===== config.mk =====
export PLATFORM = sky130hd
export DESIGN_NAME = apm_modem_ctl
export DESIGN_NICKNAME = d
export VERILOG_FILES = /design/src/rtl/apm_pkg.sv /design/src/rtl/apm_modem_ctl.sv /design/src/rtl/apm_sync.sv
export SDC_FILE = /design/constraint.sdc
export NUM_CORES = 1
export LEC_CHECK = 0
export CAP_MARGIN = 25
export CORE_MARGIN = 3
export CORE_UTILIZATION = 50
export CTS_CLUSTER_SIZE = 10
export DETAILED_ROUTE_END_ITERATION = 6
export DONT_BUFFER_PORTS = 1
export HOLD_SLACK_MARGIN = 0.08
export PLACE_DENSITY = 0.74
export SLEW_MARGIN = 20
export SYNTH_ARGS = -nofsm -noshare
export SYNTH_HDL_FRONTEND = slang
export SYNTH_HIERARCHICAL = 1
export SYNTH_SLANG_ARGS = --single-unit
export TNS_END_PERCENT = 30

===== constraint.sdc =====
create_clock -name clk -period 2.3 [get_ports clk]
set_input_delay 0.23 -clock clk [delete_from_list [all_inputs] [get_ports clk]]
set_output_delay 0.23 -clock clk [all_outputs]
set_load 0.05 [all_outputs]

===== src/rtl/apm_pkg.sv =====
// apm_pkg: constants shared by the port modem-control block.
// assumes bit 0 of every byte is its most significant bit, index 7.
package apm_pkg;
    // control codes
    localparam logic [7:0] CMD_NOP       = 8'h03;
    localparam logic [7:0] CMD_SPECIAL   = 8'h0B;
    localparam logic [7:0] CMD_DTR_CLR   = 8'h13;
    localparam logic [7:0] CMD_DTR_SET   = 8'h17;
    localparam logic [7:0] CMD_RTS_CLR   = 8'h1B;
    localparam logic [7:0] CMD_RTS_SET   = 8'h1F;
    localparam logic [7:0] CMD_BRK_CLR   = 8'h33;
    localparam logic [7:0] CMD_BRK_SET   = 8'h37;
    localparam logic [7:0] CMD_DRV_EN    = 8'h4B;
    localparam logic [7:0] CMD_DRV_DIS   = 8'h4F;
    localparam logic [7:0] CMD_DEFINE    = 8'hFF;
    // sense byte indices
    localparam logic [2:0] SNS_MODEM     = 3'h2;
    localparam logic [2:0] SNS_MODE      = 3'h3;
    localparam logic [2:0] SNS_LINE      = 3'h4;
    localparam logic [2:0] SNS_BAUD      = 3'h5;
    localparam logic [2:0] SNS_FWID      = 3'h6;
    localparam logic [2:0] SNS_REV       = 3'h7;
    // define-parameters byte 1 (bit 0 = index 7)
    localparam int P1_HALF   = 7;
    localparam int P1_RING   = 6;
    localparam int P1_FORCE  = 5;
    localparam int P1_EVEN   = 4;
    localparam int P1_PAREN  = 3;
    localparam int P1_STOP2  = 2;
    localparam int P1_LEN_LO = 0;
    // define-parameters byte 2
    localparam int P2_WINH   = 5;
    localparam int P2_DIAG   = 4;
    localparam int P2_BAUD_LO = 0;
    // baud codes selecting external clocks
    localparam logic [3:0] BAUD_EXT16    = 4'hE;
    localparam logic [3:0] BAUD_EXT1     = 4'hF;
    // reset values
    localparam logic [7:0] P1_RESET      = 8'h00;
    localparam logic [7:0] P2_RESET      = 8'h00;
    localparam logic [7:0] WAKE_RESET    = 8'h00;
    // special character store depth
    localparam int SPEC_DEPTH            = 4;
    // firmware id and revision: values arbitrary
    localparam logic [7:0] FW_ID         = 8'h5A;
    localparam logic [7:0] FW_REV        = 8'h01;
    // stop length in half bit times
    localparam logic [2:0] STOP_ONE      = 3'h2;
    localparam logic [2:0] STOP_ONE_HALF = 3'h3;
    localparam logic [2:0] STOP_TWO      = 3'h4;
    // command parser states
    typedef enum logic [2:0] {
        ST_IDLE, ST_SPEC, ST_P1, ST_P2, ST_P3
    } apm_state_t;
endpackage


===== src/rtl/apm_modem_ctl.sv =====
// apm_modem_ctl: modem control, line parameters and sense bytes of one port.
// assumes command bytes, sense requests and read/write activity are on clk.
// Operation
// - sense byte 2 bits 0-3 show live carrier, ring, dsr, cts levels.
// - carrier falling during read sets bit 4, ends read, unit check.
// - ring trailing edge sets bit 5; attention if ring enabled.
// - any dsr change sets bit 6; ends read or attention if dtr.
// - cts falling sets bit 7; ends read full duplex or write half duplex.
// - mode byte: half, ring, defined, diag, drivers off, zero, rts, dtr.
// - diagnostic mode loops transmit data to receive, not modem lines.
// - break bit set holds serial output at logic zero.
// - forced parity sends one for odd, zero for even.
// - parity enabled generates and checks parity; set select means even.
// - stop selector gives two stop bits, 1.5 for five bits, else one.
// - two-bit length field: 00 five up to 11 eight bits.
// - four-bit baud code, 1110/1111 external clocks, zero until defined.
// - wake-up inhibit bit blocks wake-up character detection.
// - define-special stores termination bytes; only define-parameters or reset clears.
// - dtr set or cleared by command, cleared by controller clear or reset.
// - rts cleared by command, clears, reset, and half-duplex write end.
// - rts set by command and at half-duplex write start.
// - define-parameters sets dtr and rts from ring and duplex settings.
// - set-break clamps output until reset-break or define-parameters.
// - last two sense bytes give firmware id and revision.
`timescale 1ns/1ps
`default_nettype none
module apm_modem_ctl (
    // clock and reset
    input  wire logic       clk,
    input  wire logic       resetn,
    // command bytes and clears
    input  wire logic       cmd_valid,
    input  wire logic [7:0] cmd_byte,
    input  wire logic       dev_clear,
    input  wire logic       ctl_clear,
    // sense access
    input  wire logic       sense_rd,
    input  wire logic [2:0] sense_idx,
    output logic      [7:0] sense_data,
    // operation activity and results
    input  wire logic       read_active,
    input  wire logic       write_active,
    input  wire logic       write_start,
    input  wire logic       write_done,
    output logic            term_read,
    output logic            term_write,
    output logic            unit_check,
    output logic            attention,
    // modem pins
    input  wire logic       carrier_detect_in,
    input  wire logic       ring_in,
    input  wire logic       dsr_in,
    input  wire logic       cts_in,
    output logic            dtr_out,
    output logic            rts_out,
    output logic            drv_en_out,
    // serial data
    input  wire logic       tx_serial_in,
    output logic            txd_out,
    input  wire logic       rxd_in,
    output logic            rx_serial_out,
    // character path
    input  wire logic [7:0] tx_char,
    output logic            tx_par_bit,
    input  wire logic       rx_char_valid,
    input  wire logic [7:0] rx_char,
    input  wire logic       rx_par,
    output logic            rx_par_err,
    output logic            special_hit,
    output logic            wake_hit,
    // line format
    output logic            par_en_out,
    output logic      [1:0] char_len_out,
    output logic      [2:0] stop_halves,
    output logic      [3:0] baud_code_out,
    output logic            ext_clk_16x,
    output logic            ext_clk_1x
);
    import apm_pkg::*;

    ////////////////////////////////////////////////////////////////////////
    // pin synchronisers
    logic [4:0] pins_s;
    logic       cd_s, ri_s, dsr_s, cts_s, rxd_s;
    logic       cd_q, ri_q, dsr_q, cts_q;

    apm_sync #(.W(5)) u_sync (
        .clk    (clk),
        .resetn (resetn),
        .din    ({carrier_detect_in, ring_in, dsr_in, cts_in, rxd_in}),
        .dout   (pins_s)
    );
    assign {cd_s, ri_s, dsr_s, cts_s, rxd_s} = pins_s;

    always_ff @(posedge clk or negedge resetn) begin
        if (!resetn) begin
            {cd_q, ri_q, dsr_q, cts_q} <= 4'h0;
        end else begin
            {cd_q, ri_q, dsr_q, cts_q} <= {cd_s, ri_s, dsr_s, cts_s};
        end
    end

    // edges count only once both stages hold real pin levels, else a false edge follows reset
    logic [2:0] arm_reg;
    always_ff @(posedge clk or negedge resetn) begin
        if (!resetn) begin
            arm_reg <= 3'h0;
        end else begin
            arm_reg <= {arm_reg[1:0], 1'b1};
        end
    end
    wire armed = arm_reg[2];

    ////////////////////////////////////////////////////////////////////////
    // state registers
    apm_state_t st_reg;
    logic [7:0] p1_reg, p2_reg, wake_reg, p1_hold, p2_hold;
    logic       defined_reg, break_reg, drv_dis_reg;
    logic       dtr_reg, rts_reg;
    logic       d_cd_reg, d_ri_reg, d_dsr_reg, d_cts_reg;
    logic [7:0] spec_mem [SPEC_DEPTH];
    logic [SPEC_DEPTH-1:0] spec_vld_reg;

    wire half_w = p1_reg[P1_HALF];
    wire ring_w = p1_reg[P1_RING];
    wire diag_w = p2_reg[P2_DIAG];

    ////////////////////////////////////////////////////////////////////////
    // command decode
    wire in_idle   = (st_reg == ST_IDLE);
    wire code_v    = cmd_valid && in_idle;
    wire c_dtr_clr = code_v && (cmd_byte == CMD_DTR_CLR);
    wire c_dtr_set = code_v && (cmd_byte == CMD_DTR_SET);
    wire c_rts_clr = code_v && (cmd_byte == CMD_RTS_CLR);
    wire c_rts_set = code_v && (cmd_byte == CMD_RTS_SET);
    wire c_brk_clr = code_v && (cmd_byte == CMD_BRK_CLR);
    wire c_brk_set = code_v && (cmd_byte == CMD_BRK_SET);
    wire c_drv_en  = code_v && (cmd_byte == CMD_DRV_EN);
    wire c_drv_dis = code_v && (cmd_byte == CMD_DRV_DIS);
    wire spec_wr   = cmd_valid && (st_reg == ST_SPEC);
    wire def_done  = cmd_valid && (st_reg == ST_P3);

    // parameters take effect together when the third byte lands
    wire n_half = p1_hold[P1_HALF];
    wire n_ring = p1_hold[P1_RING];

    always_ff @(posedge clk or negedge resetn) begin
        if (!resetn) begin
            st_reg <= ST_IDLE;
        end else if (cmd_valid) begin
            unique case (st_reg)
                ST_IDLE: begin
                    if (cmd_byte == CMD_SPECIAL) begin
                        st_reg <= ST_SPEC;
                    end else if (cmd_byte == CMD_DEFINE) begin
                        st_reg <= ST_P1;
                    end
                end
                ST_SPEC: st_reg <= ST_IDLE;
                ST_P1:   st_reg <= ST_P2;
                ST_P2:   st_reg <= ST_P3;
                ST_P3:   st_reg <= ST_IDLE;
            endcase
        end
    end

    always_ff @(posedge clk or negedge resetn) begin
        if (!resetn) begin
            p1_hold <= P1_RESET;
            p2_hold <= P2_RESET;
        end else if (cmd_valid && st_reg == ST_P1) begin
            p1_hold <= cmd_byte;
        end else if (cmd_valid && st_reg == ST_P2) begin
            p2_hold <= cmd_byte;
        end
    end

    always_ff @(posedge clk or negedge resetn) begin
        if (!resetn) begin
            p1_reg      <= P1_RESET;
            p2_reg      <= P2_RESET;
            wake_reg    <= WAKE_RESET;
            defined_reg <= 1'b0;
        end else if (def_done) begin
            p1_reg      <= p1_hold;
            p2_reg      <= p2_hold;
            wake_reg    <= cmd_byte;
            defined_reg <= 1'b1;
        end
    end

    always_ff @(posedge clk or negedge resetn) begin
        if (!resetn) begin
            break_reg <= 1'b0;
        end else if (c_brk_clr || def_done) begin
            break_reg <= 1'b0;
        end else if (c_brk_set) begin
            break_reg <= 1'b1;
        end
    end

    always_ff @(posedge clk or negedge resetn) begin
        if (!resetn) begin
            drv_dis_reg <= 1'b0;
        end else if (c_drv_dis) begin
            drv_dis_reg <= 1'b1;
        end else if (c_drv_en) begin
            drv_dis_reg <= 1'b0;
        end
    end

    ////////////////////////////////////////////////////////////////////////
    // special termination characters
    logic [SPEC_DEPTH-1:0] spec_free;
    logic                  spec_below;
    always_comb begin
        spec_free  = '0;
        spec_below = 1'b1;
        for (int i = 0; i < SPEC_DEPTH; i++) begin
            spec_free[i] = !spec_vld_reg[i] && spec_below;
            spec_below   = spec_below && spec_vld_reg[i];
        end
    end

    // store is full at SPEC_DEPTH; further defines are dropped
    always_ff @(posedge clk or negedge resetn) begin
        if (!resetn) begin
            spec_vld_reg <= '0;
        end else if (def_done) begin
            spec_vld_reg <= '0;
        end else if (spec_wr) begin
            spec_vld_reg <= spec_vld_reg | spec_free;
        end
    end

    always_ff @(posedge clk) begin
        for (int i = 0; i < SPEC_DEPTH; i++) begin
            if (spec_wr && spec_free[i]) begin
                spec_mem[i] <= cmd_byte;
            end
        end
    end

    logic spec_match;
    always_comb begin
        spec_match = 1'b0;
        for (int i = 0; i < SPEC_DEPTH; i++) begin
            spec_match = spec_match || (spec_vld_reg[i] && spec_mem[i] == rx_char);
        end
    end

    ////////////////////////////////////////////////////////////////////////
    // terminal-ready and request-to-send
    // ring is never a cause here: answering is left to software
    always_ff @(posedge clk or negedge resetn) begin
        if (!resetn) begin
            dtr_reg <= 1'b0;
        end else if (ctl_clear || c_dtr_clr) begin
            dtr_reg <= 1'b0;
        end else if (c_dtr_set) begin
            dtr_reg <= 1'b1;
        end else if (def_done) begin
            if (n_ring) begin
                dtr_reg <= 1'b0;
            end else if (!n_half) begin
                dtr_reg <= 1'b1;
            end
        end
    end

    always_ff @(posedge clk or negedge resetn) begin
        if (!resetn) begin
            rts_reg <= 1'b0;
        end else if (dev_clear || ctl_clear || c_rts_clr) begin
            rts_reg <= 1'b0;
        end else if (c_rts_set) begin
            rts_reg <= 1'b1;
        end else if (def_done) begin
            rts_reg <= !n_ring && !n_half;
        end else if (half_w && write_done) begin
            rts_reg <= 1'b0;
        end else if (half_w && write_start) begin
            rts_reg <= 1'b1;
        end
    end

    ////////////////////////////////////////////////////////////////////////
    // modem transitions
    wire ev_cd   = armed && cd_q && !cd_s && read_active;
    wire ev_ri   = armed && ri_q && !ri_s;
    wire ev_dsr  = armed && (dsr_q != dsr_s);
    wire ev_cts  = armed && cts_q && !cts_s;
    wire cts_rd  = ev_cts && !half_w && read_active;
    wire cts_wr  = ev_cts && half_w && write_active;
    wire end_rd  = ev_cd || (ev_dsr && read_active) || cts_rd;
    wire attn_w  = (ev_ri && ring_w) || (ev_dsr && !read_active && dtr_reg);
    wire d_clear = sense_rd && (sense_idx == SNS_MODEM);

    // a transition in the clearing cycle survives: set beats clear
    always_ff @(posedge clk or negedge resetn) begin
        if (!resetn) begin
            {d_cd_reg, d_ri_reg, d_dsr_reg, d_cts_reg} <= 4'h0;
        end else begin
            d_cd_reg  <= ev_cd  || (d_cd_reg  && !d_clear);
            d_ri_reg  <= ev_ri  || (d_ri_reg  && !d_clear);
            d_dsr_reg <= ev_dsr || (d_dsr_reg && !d_clear);
            d_cts_reg <= ev_cts || (d_cts_reg && !d_clear);
        end
    end

    always_ff @(posedge clk or negedge resetn) begin
        if (!resetn) begin
            term_read  <= 1'b0;
            term_write <= 1'b0;
            unit_check <= 1'b0;
            attention  <= 1'b0;
        end else begin
            term_read  <= end_rd;
            term_write <= cts_wr;
            unit_check <= end_rd || cts_wr;
            attention  <= attn_w;
        end
    end

    ////////////////////////////////////////////////////////////////////////
    // line format and character checks
    wire [1:0] len_w  = p1_reg[P1_LEN_LO +: 2];
    wire [7:0] mask_w = 8'hFF >> (2'd3 - len_w);
    wire       odd_w  = !p1_reg[P1_EVEN];
    wire       tx_par = p1_reg[P1_FORCE] ? odd_w
                      : (^(tx_char & mask_w)) ^ odd_w;
    wire       rx_exp = p1_reg[P1_FORCE] ? odd_w
                      : (^(rx_char & mask_w)) ^ odd_w;
    wire [3:0] baud_w = defined_reg ? p2_reg[P2_BAUD_LO +: 4] : 4'h0;

    assign par_en_out    = p1_reg[P1_PAREN];
    assign char_len_out  = len_w;
    assign stop_halves   = !p1_reg[P1_STOP2] ? STOP_ONE
                         : (len_w == 2'b00) ? STOP_ONE_HALF : STOP_TWO;
    assign baud_code_out = baud_w;
    assign ext_clk_16x   = baud_w == BAUD_EXT16;
    assign ext_clk_1x    = baud_w == BAUD_EXT1;

    always_ff @(posedge clk or negedge resetn) begin
        if (!resetn) begin
            tx_par_bit  <= 1'b0;
            rx_par_err  <= 1'b0;
            special_hit <= 1'b0;
            wake_hit    <= 1'b0;
        end else begin
            tx_par_bit  <= tx_par;
            rx_par_err  <= rx_char_valid && par_en_out && (rx_par != rx_exp);
            special_hit <= rx_char_valid && spec_match;
            wake_hit    <= rx_char_valid && !p2_reg[P2_WINH]
                           && !read_active && ((rx_char & mask_w) == (wake_reg & mask_w));
        end
    end

    ////////////////////////////////////////////////////////////////////////
    // serial data, loop-back, pins
    // loop covers data only; modem inputs always come from the pins
    always_ff @(posedge clk or negedge resetn) begin
        if (!resetn) begin
            txd_out       <= 1'b1;
            rx_serial_out <= 1'b1;
        end else begin
            txd_out       <= !break_reg && tx_serial_in;
            rx_serial_out <= diag_w ? tx_serial_in : rxd_s;
        end
    end

    assign dtr_out    = dtr_reg;
    assign rts_out    = rts_reg;
    assign drv_en_out = !drv_dis_reg;

    ////////////////////////////////////////////////////////////////////////
    // sense bytes
    wire [7:0] sb_modem = {cd_s, ri_s, dsr_s, cts_s,
                           d_cd_reg, d_ri_reg, d_dsr_reg, d_cts_reg};
    wire [7:0] sb_mode  = {half_w, ring_w, defined_reg, diag_w,
                           drv_dis_reg, 1'b0, rts_reg, dtr_reg};
    wire [7:0] sb_line  = {1'b0, break_reg, p1_reg[5:0]};
    wire [7:0] sb_baud  = {2'b00, p2_reg[P2_WINH], 1'b0, baud_w};
    wire [7:0] sb_mux   = (sense_idx == SNS_MODEM) ? sb_modem
                        : (sense_idx == SNS_MODE)  ? sb_mode
                        : (sense_idx == SNS_LINE)  ? sb_line
                        : (sense_idx == SNS_BAUD)  ? sb_baud
                        : (sense_idx == SNS_FWID)  ? FW_ID
                        : (sense_idx == SNS_REV)   ? FW_REV
                        : 8'h00;

    always_ff @(posedge clk or negedge resetn) begin
        if (!resetn) begin
            sense_data <= 8'h00;
        end else begin
            sense_data <= sb_mux;
        end
    end
endmodule
`default_nettype wire


===== src/rtl/apm_sync.sv =====
// apm_sync: two-flop synchroniser for a group of level inputs.
// assumes inputs are asynchronous levels; first stage read only by second.
`timescale 1ns/1ps
`default_nettype none
module apm_sync #(
    parameter int W = 4
) (
    // clock and reset
    input  wire logic         clk,
    input  wire logic         resetn,
    // levels
    input  wire logic [W-1:0] din,
    output logic      [W-1:0] dout
);
    logic [W-1:0] meta_reg;

    always_ff @(posedge clk or negedge resetn) begin
        if (!resetn) begin
            meta_reg <= '0;
            dout     <= '0;
        end else begin
            meta_reg <= din;
            dout     <= meta_reg;
        end
    end
endmodule
`default_nettype wire


* Word level (Yosys, flattened, before mapping)
Memory sizes are Yosys's and may differ from the RTL's.
Cells that the tools add are included.
** Word-level totals
- Word-level logic and storage cells :: 227
- Flip-flop bits (word level) :: 87
- Memories :: 1
- RAM bits :: 32
- Output and inout port bits :: 33
- Input port bits :: 45
** Cells by class
- Muxes and demuxes :: 48
- Reductions and logical operators :: 104
- Eq/ne operators :: 31
- Bitwise gates (word level) :: 7
- Shift operators :: 1
- Add/sub/neg operators :: 1
** Memories
- spec_mem :: words 4, width 8, read ports 4, clocked after Yosys merged registers in 0, write ports 1, line apm_modem_ctl.sv:121 : logic [7:0] spec_mem [SPEC_DEPTH];
** Operators by type and width (number)
- 1-bit logical AND :: 57
- 8-bit == test :: 5
- 8-bit two-way mux :: 5
- 8-bit by 5-bit == test with 1-bit output (second input constant) :: 4
- 1-bit two-way mux :: 29
- 8-bit AND :: 3
- 8-bit OR reduction :: 3
- 7-bit two-way mux :: 3
- 8-bit by 6-bit == test with 1-bit output (second input constant) :: 2
- 8-bit by 7-bit == test with 1-bit output (second input constant) :: 2
- 1-bit logical NOT :: 16
- 8-bit XOR reduction :: 2
- 3-bit == test (second input constant) :: 5
- 1-bit logical OR :: 15
- 3-bit by 2-bit == test with 1-bit output (second input constant) :: 4
- 3-bit two-way mux :: 4
- 4-bit two-way mux :: 3
- 3-bit case mux with 4 select lines :: 1
- 4-bit == test (second input constant) :: 2
- 8-bit by 4-bit == test with 1-bit output (second input constant) :: 1
- 8-bit == test (second input constant) :: 1
- 8-bit by 2-bit >> shifter with 8-bit output (first input constant) :: 1
- 2-bit two-way mux :: 3
- 2-bit AND reduction :: 3
- 14 further kinds :: 18

* Longest topological paths before layout
Gate-level depths: netlist (run 1).
- Word-level depth :: 9
- Depth in mapped cells :: 7
- Depth with buffers taken out :: 5

* Hierarchy
The synthesis (run 1) kept the hierarchy.
** Modules (own cells, without submodules)
- apm_modem_ctl :: sequential area each 2890.3 µm², cells each 404, area an instance 4998.5 µm², instances 1
- apm_sync :: sequential area each 250.2 µm², cells each 10, area an instance 250.2 µm², instances 1

* Worst setup path after synthesis (run 1)
Ideal clock, no wire load.
- Kind :: register to output
- Start point :: register p1_reg[0]
- End point :: output port stop_halves[0]
- Path slack :: 386 ps
- Cell stages (with the launch flop) :: 3
- Data arrival time :: 1684 ps
- Required time :: 2070 ps
- Path buffers :: 1
- Cells stage by stage :: dfrtp_1 > buf_2 > nor3b_1
** On the way
- Word-level cells in the longest chain between the ends :: 3
** RTL lines
- start, declared :: line apm_modem_ctl.sv:117 : logic [7:0] p1_reg, p2_reg, wake_reg, p1_hold, p2_hold;
- start signal, assigned :: line apm_modem_ctl.sv:185 : p1_reg <= p1_hold;
- 2-bit logical NOT :: line apm_modem_ctl.sv:339 : : (len_w == 2'b00) ? STOP_ONE_HALF : STOP_TWO;
- 3-bit two-way mux :: line apm_modem_ctl.sv:339
- 3-bit two-way mux :: line apm_modem_ctl.sv:338 : assign stop_halves = !p1_reg[P1_STOP2] ? STOP_ONE
- end, declared :: line apm_modem_ctl.sv:74 : output logic [2:0] stop_halves,
No other way between the ends.

* Worst setup path after layout (run 1)
- Start point :: register st_reg[1]
- End point :: register rts_reg (netlist: rts_out)
** On the way
- Word-level cells in the longest chain between the ends :: 5
- Elaborated cells on any way between the ends :: 11
- Classes of those cells :: eq/ne (1); mux (3); reduce/logical (7)
** RTL lines
- start, declared :: line apm_modem_ctl.sv:116 : apm_state_t st_reg;
- start signal, assigned :: line apm_modem_ctl.sv:149 : st_reg <= ST_IDLE;
- start signal, assigned :: line apm_modem_ctl.sv:154 : st_reg <= ST_SPEC;
- start signal, assigned :: line apm_modem_ctl.sv:156 : st_reg <= ST_P1;
- 3-bit == test / 3-bit logical NOT (equally long branches) :: line apm_modem_ctl.sv:141, apm_modem_ctl.sv:130
- 1-bit logical AND (on tied branches) :: line apm_modem_ctl.sv:141, apm_modem_ctl.sv:131
- 1-bit two-way mux, or another cell as far along :: line apm_modem_ctl.sv:278 : end else if (def_done) begin
- 1-bit two-way mux / 1-bit logical OR (equally long branches) :: line apm_modem_ctl.sv:276, apm_modem_ctl.sv:274
- 1-bit two-way mux / 5-bit nonzero test (equally long branches)
- end signal, assigned :: line apm_modem_ctl.sv:279 : rts_reg <= !n_ring && !n_half;
- end, declared :: line apm_modem_ctl.sv:119 : logic dtr_reg, rts_reg;
Parallel ways exist; a longest one is shown, timed or not.
A chain may end at the register's enable or synchronous reset.

==> results of run 1 <==
[timing repair]
item	in CTS	in global routing
endpoints found under the hold margin	176	0
resized for setup	0	3
hold buffers	36	0
setup endpoints to repair	0	1
[cell families (layout without fill, tap and decap cells)]
| family | Yosys count | after routing | share of synthesized area [%] |
|---|---|---|---|
| AOI/OAI and AO/OA | 58 | 58 | 7.414 |
| xor gates and xnor gates | 53 | 53 | 9.893 |
| other | 1 | 1 | 0.07145 |
| muxes | 42 | 42 | 8.868 |
| DFF | 119 | 119 | 59.83 |
| and+or+nand+nor | 109 | 109 | 10.89 |
| buffers and inverters | 32 | 89 | 3.027 |
[cells in the mapped netlist, types with 2 or more instances]
cell	n
clkbuf_1	5
dfrtp_1	85
o21ai_0	17
and2_1	5
nor2_1	21
a31o_2	2
xor2_1	28
mux2i_1	6
nor3_1	3
nand2b_1	3
nand3b_1	2
a211oi_1	2
nand4_1	11
edfxtp_1	32
buf_2	13
a22o_1	2
a21o_1	4
a21oi_1	10
buf_4	4
mux2_2	36
o311ai_0	2
or2_2	2
o41ai_1	2
nor4_1	7
xnor2_1	21
nand3_1	8
dfstp_2	2
nor2b_1	11
a221oi_1	3
inv_1	9
nand2_1	27
a31oi_1	4
nor3b_1	2
and3b_1	2
[path summary, 6_finish.rpt]
check                                         from             end  slack [ps]  cells after the start
max in group asynchronous                   resetn     wake_reg[6]        1700                      2
min in group asynchronous                   resetn      arm_reg[1]         270                      2
worst max-delay path                     st_reg[1]         rts_out          80                      6
worst min register to register  u_sync/meta_reg[1]  u_sync/dout[1]         350                      0
worst min-delay path                  sense_idx[1]   sense_data[3]         100                      5
worst max register to register           st_reg[1]         rts_out          80                      6
[cells in the final DEF, fill, tap and decap left out, types with 3 or more instances in the layout]
master / count
nand2_1: 27
nand3_1: 8
xor2_1: 28
nand2b_1: 3
mux2_2: 36
nand4_1: 11
dfrtp_1: 84
xnor2_1: 21
a21oi_1: 10
mux2i_1: 6
inv_1: 9
clkinv_4: 5
nor2_1: 21
a221oi_1: 3
nor4_1: 7
nor2b_1: 11
a31oi_1: 4
buf_4: 12
and2_1: 5
edfxtp_1: 32
dlygate4sd3_1: 35
a21o_1: 4
inv_4: 3
clkbuf_16: 16
o21ai_0: 17
[worst max-delay path, stage by stage (launching register included)]
cell,delay (ps)
dfrtp_1,460
nor2b_2,230
nand3_1,210
nor3_2,210
a211oi_1,80
a2111oi_1,360
dlygate4sd3_1,600
[power groups by stage]
stage               Clock [mW]  Combinational, mW  Sequential (mW)
global route              2.58              0.632             2.62
finish                    2.44              0.577             2.60
floorplan                    0              0.432             2.57
detailed placement           0              0.449             2.63
global placement             0              0.430             2.62
CTS                       2.45              0.574             2.59
[per-stage QoR]
stage	hold WS, ps	setup slack [ps]
CTS	83.71	77.17
floorplan	-65.59	385.9
detailed placement	-62.90	476.7
global route	109.1	1.584
global placement	-62.65	515.1
finish	95.53	84.05
[final cells by class]
| class | count | area (sq um) |
|---|---|---|
| clock inverters | 13 | 120.1 |
| multi-input cells | 263 | 1963 |
| repair buffers | 48 | 467.9 |
| well taps | 133 | 166.4 |
| clock buffers | 19 | 431.7 |
| flip-flops and latches | 119 | 3142 |
| inverters | 9 | 33.78 |
| fillers | 714 | 3675 |
[metal layers]
metal,part of all wire [%],GRT usage (%),vias up,wire [um]
met5,0,0,-,0
met4,2.5,11.36,0,306
met3,8.5,6.866,36,1037
met2,48,34.91,200,5890
met1,41,27.66,1696,4968
li1,-,-,1561,-
==> metrics.md, run 1 <==
| Metric | Value |
|---|---|
| Status | `complete, no violations` |
| Cell count after placement | `536` |
| Post-route cell area | `6325 sq um` |
| Pwr per Cell Area | `887.6 nW/um^2` |
| Total GRT Usage | `22.19%` |
| Antenna-violating nets left | `0` |
| RSZ-0062 raised after global routing | `false` |
| Nature of the critical path startpoint | `flip-flop` |
| Final nets | `around 500` |
| Postcts setup bufs | `0` |
| Initial Util | `52.49%` |
| Number of synthesized flops with an enable pin | `32` |
| Leading area contributor after synthesis | `dfrtp_1` |
| Antenna violations before repair | `0` |
| Leakage | `2.674 nW` |
| Final setup vio count | `0` |
| CTS tree | `done` |
| VDD IR max | `0.4849 mV` |
| Synth async-reset ratio | `73.11%` |
| Hold/Removal Path Class | `primary input to flip-flop` |
| Synth top area share | `40.52%` |
| First-pass GRT wire length | `19,150 um` |
| Clock power share | `approximately 44%` |
| Final clock skew | `approximately 7.2 ps` |
| Die Y | `108.5 um` |
| Worst-margin pin slew | `720.2 ps` |
| Clk slew on worst S/H paths | `60 ps` |
| Worst setup EP type | `flip-flop` |
| Max-capacitance violation count | `0` |
| Detailed Place HPWL | `7736 um` |
| Synth Area per Inst | `12.68 sq um` |
| Net switching power | `1.484 mW` |
| Largest Register | `spec_mem` |
| IO buf count | `0` |
| Area delta synth->final | `20.50%` |
| Antenna diode count | `0` |
| CP max FO | `9` |
| Synthesis-stage register bit count | `119` |
| Synth Instances | `about 410` |
| Count of final hold-check violations | `0` |
| Internal power | `4.129 mW` |
| DRC Markers | `0` |
| CTS Root Cell | `clkbuf_8` |
| Setup TNS | `0 ps` |
| Crit path DAT | `between 2000 and 3000 ps` |
| Via Count | `around 3,500` |
| Clock Tree Buf Depth | `2` |
| Part of the Yosys area used for sequential elements | `59.83%` |
| Syn. warnings | `6` |
| TritonCTS Buffers | `17` |
| Drt total wl | `12,200 um` |
| Finished Layout Cells | `slightly above 600` |
| Vias per Instance | `between 5 and 6` |
| Initial DRC count | `377` |
| Mapped Nets | `459` |
| Switching share of power | `26.44%` |
| Synth Flop Type | `dfrtp_1` |
| Final period util | `96.35%` |
| Power, Total | `5.614 mW` |
| Critical path class | `flip-flop to flip-flop` |
| Max reg flops | `32` |
| Top-Level Pins | `78` |
| Period minus WS final | `2216 ps` |
| Die ar. | `11,760 sq um` |
| Placed Area | `5385 sq um` |
| GR Overflow Total | `0` |
| DIE WIDTH | `108.5 um` |
| Core Util, Final | `63.25%` |
| Share of cells above drive strength 1 | `20.17%` |
| Row Count | `36` |
| Post-Syn Area | `5249 sq um` |
| Yosys cell types | `55` |
| Synth area leaders | `dfrtp_1, edfxtp_1, mux2_2` |
| H-tree depth | `4` |
| Routed wire per std cell | `20.20 um` |
| Global placement routability congestion | `0.8591` |
| Worst-skew pair later-pin latency | `520 ps` |
| Combinational Power Share | `approximately a tenth` |
| Vias in the first global route | `3,659` |
| Max-slew violation count | `0` |
| Core Region | `10000 sq um` |
| Largest net degree at the start of global routing | `88` |
| Crit path required time | `2750 ps` |
| Drt first pass iters | `5` |
| Clk sinks | `119` |
| Fmax | `451.3 MHz` |
| Seq pwr share | `46.3%` |
| Slew HR | `51.83%` |
Note: power is estimated with default switching activity, not from simulation.
==> inputs of run 2 (changes only) <==
--- a/config.mk
+++ b/config.mk
@@ -6,13 +6,15 @@
 export NUM_CORES = 1
 export LEC_CHECK = 0
 export CAP_MARGIN = 25
+export CELL_PAD_IN_SITES_DETAIL_PLACEMENT = 0
+export CELL_PAD_IN_SITES_GLOBAL_PLACEMENT = 1
 export CORE_MARGIN = 3
 export CORE_UTILIZATION = 50
 export CTS_CLUSTER_SIZE = 10
 export DETAILED_ROUTE_END_ITERATION = 6
 export DONT_BUFFER_PORTS = 1
 export HOLD_SLACK_MARGIN = 0.08
-export PLACE_DENSITY = 0.74
+export PLACE_DENSITY = 0.87
 export SLEW_MARGIN = 20
 export SYNTH_ARGS = -nofsm -noshare
 export SYNTH_HDL_FRONTEND = slang
==> metrics.md, run 2 (synthesis results as in run 1) <==
| Metric | Value |
|---|---|
| Detailed Place HPWL | `7626 um` |
| Total GRT Usage | `22.23%` |
| Cell count after placement | `537` |
| Final setup margin | `220.2 ps` |
| Antenna diode count | `0` |
| DRC Markers | `0` |
| Period minus WS final | `2080 ps` |
| Slew HR | `52.11%` |
| Worst setup EP type | `flip-flop` |
| Routed wire per std cell | `20.12 um` |
| Via Count | `3,440` |
| Share of cells above drive strength 1 | `20.26%` |
| Drt first pass iters | `5` |
| Clock Tree Buf Depth | `2` |
| Worst path bufs/invs | `1` |
| Hold slack | `between 90 and 100 ps` |
| Pwr per Cell Area | `897.7 nW/um^2` |
| Status | `complete, no violations` |
| Crit path cell chain | `and4bb_2, a21oi_1, a21oi_1, mux2i_1, nor2_1, dlygate4sd3_1` |
| Most common cell after layout, fill and taps aside | `dfrtp_1` |
| Max reg flops | `32` |
| Placed Area | `between 5000 and 6000 sq um` |
| Die Y | `108.5 um` |
| Slowest CP cell | `and4bb_2` |
| Initial DRC count | `271` |
| Clk sinks | `119` |
| RSZ-0062 raised after global routing | `false` |
| Leakage | `2.668 nW` |
| Finished Layout Cells | `602` |
| CTS tree | `done` |
| CTS Root Cell | `clkbuf_8` |
| Antenna violations before repair | `0` |
| Worst-skew pair later-pin latency | `520 ps` |
| Crit-path most repeated cell | `a21oi_1` |
| Core Util, Final | `63.09%` |
| Max-capacitance violation count | `0` |
| Vias in the first global route | `3,527` |
| TritonCTS Buffers | `17` |
| Fmax | `480.8 MHz` |
| Largest net degree at the start of global routing | `88` |
| Antenna-violating nets left | `0` |
| Initial Util | `a little over half` |
| Post-route cell area | `~6300 sq um` |
| Worst slack, placed | `439.2 ps` |
| CTS resizes | `0` |
| VDD IR max | `0.5451 mV` |
| GR Overflow Total | `0` |
| Clk slew on worst S/H paths | `60 ps` |
| Nature of the critical path startpoint | `flip-flop` |
| CP max FO | `15` |
| DIE WIDTH | `108.5 um` |
| Final period util | `90.43%` |
| Global placement routability congestion | `0.8457` |
| Crit path required time | `2750 ps` |
| Final nets | `501` |
| Count of final hold-check violations | `0` |
| Row Count | `36` |
| Cell family contributing the most delay on the critical path | `simple AND/OR/NAND/NOR gates` |
| Setup TNS | `0 ps` |
| Hold/Removal Path Class | `primary input to flip-flop` |
| Worst-margin pin slew | `between 700 and 800 ps` |
| H-tree depth | `4` |
| Max-slew violation count | `0` |
| Most frequent cells in the layout | `dfrtp_1, mux2_2, dlygate4sd3_1, edfxtp_1, xor2_1` |
| Slowest cell delay on critical path | `560 ps` |
| IO buf count | `0` |
| First-pass GRT wire length | `19,130 um` |
| Crit path DAT | `2530 ps` |
| Core Region | `~10000 sq um` |
| Drt total wl | `about 12,000 um` |
| Critical path class | `flip-flop to flip-flop` |
| Final setup vio count | `0` |
| Largest Register | `spec_mem` |
| Power, Total | `5.663 mW` |
| Vias per Instance | `5.714` |
| Area delta synth->final | `20.19%` |
| Die ar. | `11,760 sq um` |
| Top-Level Pins | `78` |
| Final clock skew | `roughly 8 ps` |
## run 2: worst reg2reg max path, stage by stage, from the launching register on
cell and delay, ps:
dfrtp_1 480, and4bb_2 560, a21oi_1 120, a21oi_1 150
mux2i_1 90, nor2_1 80, dlygate4sd3_1 550
## run 2: final timing paths
| check | endpoint | cells past startpoint | from | slack [ps] |
|---|---|---|---|---|
| hold / removal | break_reg | 4 | cmd_byte[1] | 90 |
| min in group asynchronous | tx_par_bit | 2 | resetn | 250 |
| max in group asynchronous | txd_out | 2 | resetn | 1660 |
| setup / recovery | dtr_out | 6 | st_reg[0] | 220 |
| hold reg to reg | u_sync/dout[1] | 0 | u_sync/meta_reg[1] | 350 |
| setup reg to reg | dtr_out | 6 | st_reg[0] | 220 |
## run 2: area by class of cell
type | count | area (sq um)
Sequential cell | 119 | 3141
Fill cell | 760 | 3691
Inverter | 9 | 33.78
Timing Repair Buffer | 46 | 445.4
Tap cell | 133 | 166.4
Multi-Input combinational cell | 263 | 1954
Clock buffer | 17 | 414.1
Clock inverter | 15 | 153.9
## run 2: routing by layer
metal | routed length, um | GRT usage [%] | up-vias
li1 | - | - | 1554
met1 | 4960 | 27.93 | 1687
met2 | 5677 | 34.55 | 162
met3 | 1127 | 8.299 | 37
met4 | 345 | 9.648 | 0
met5 | 0 | 0 | -
## run 2: power breakdown
part / switching, mW / internal [mW] / total (mW)
logic: 0.291 / 0.278 / 0.570
clock network: 1.03 / 1.47 / 2.50
registers: 0.217 / 2.37 / 2.59
## run 2: timing repair
item	in CTS	in global routing
endpoints found under the setup margin	0	0
hold buffers	33	0
buffers inserted	0	0
hold endpoints to repair	176	0
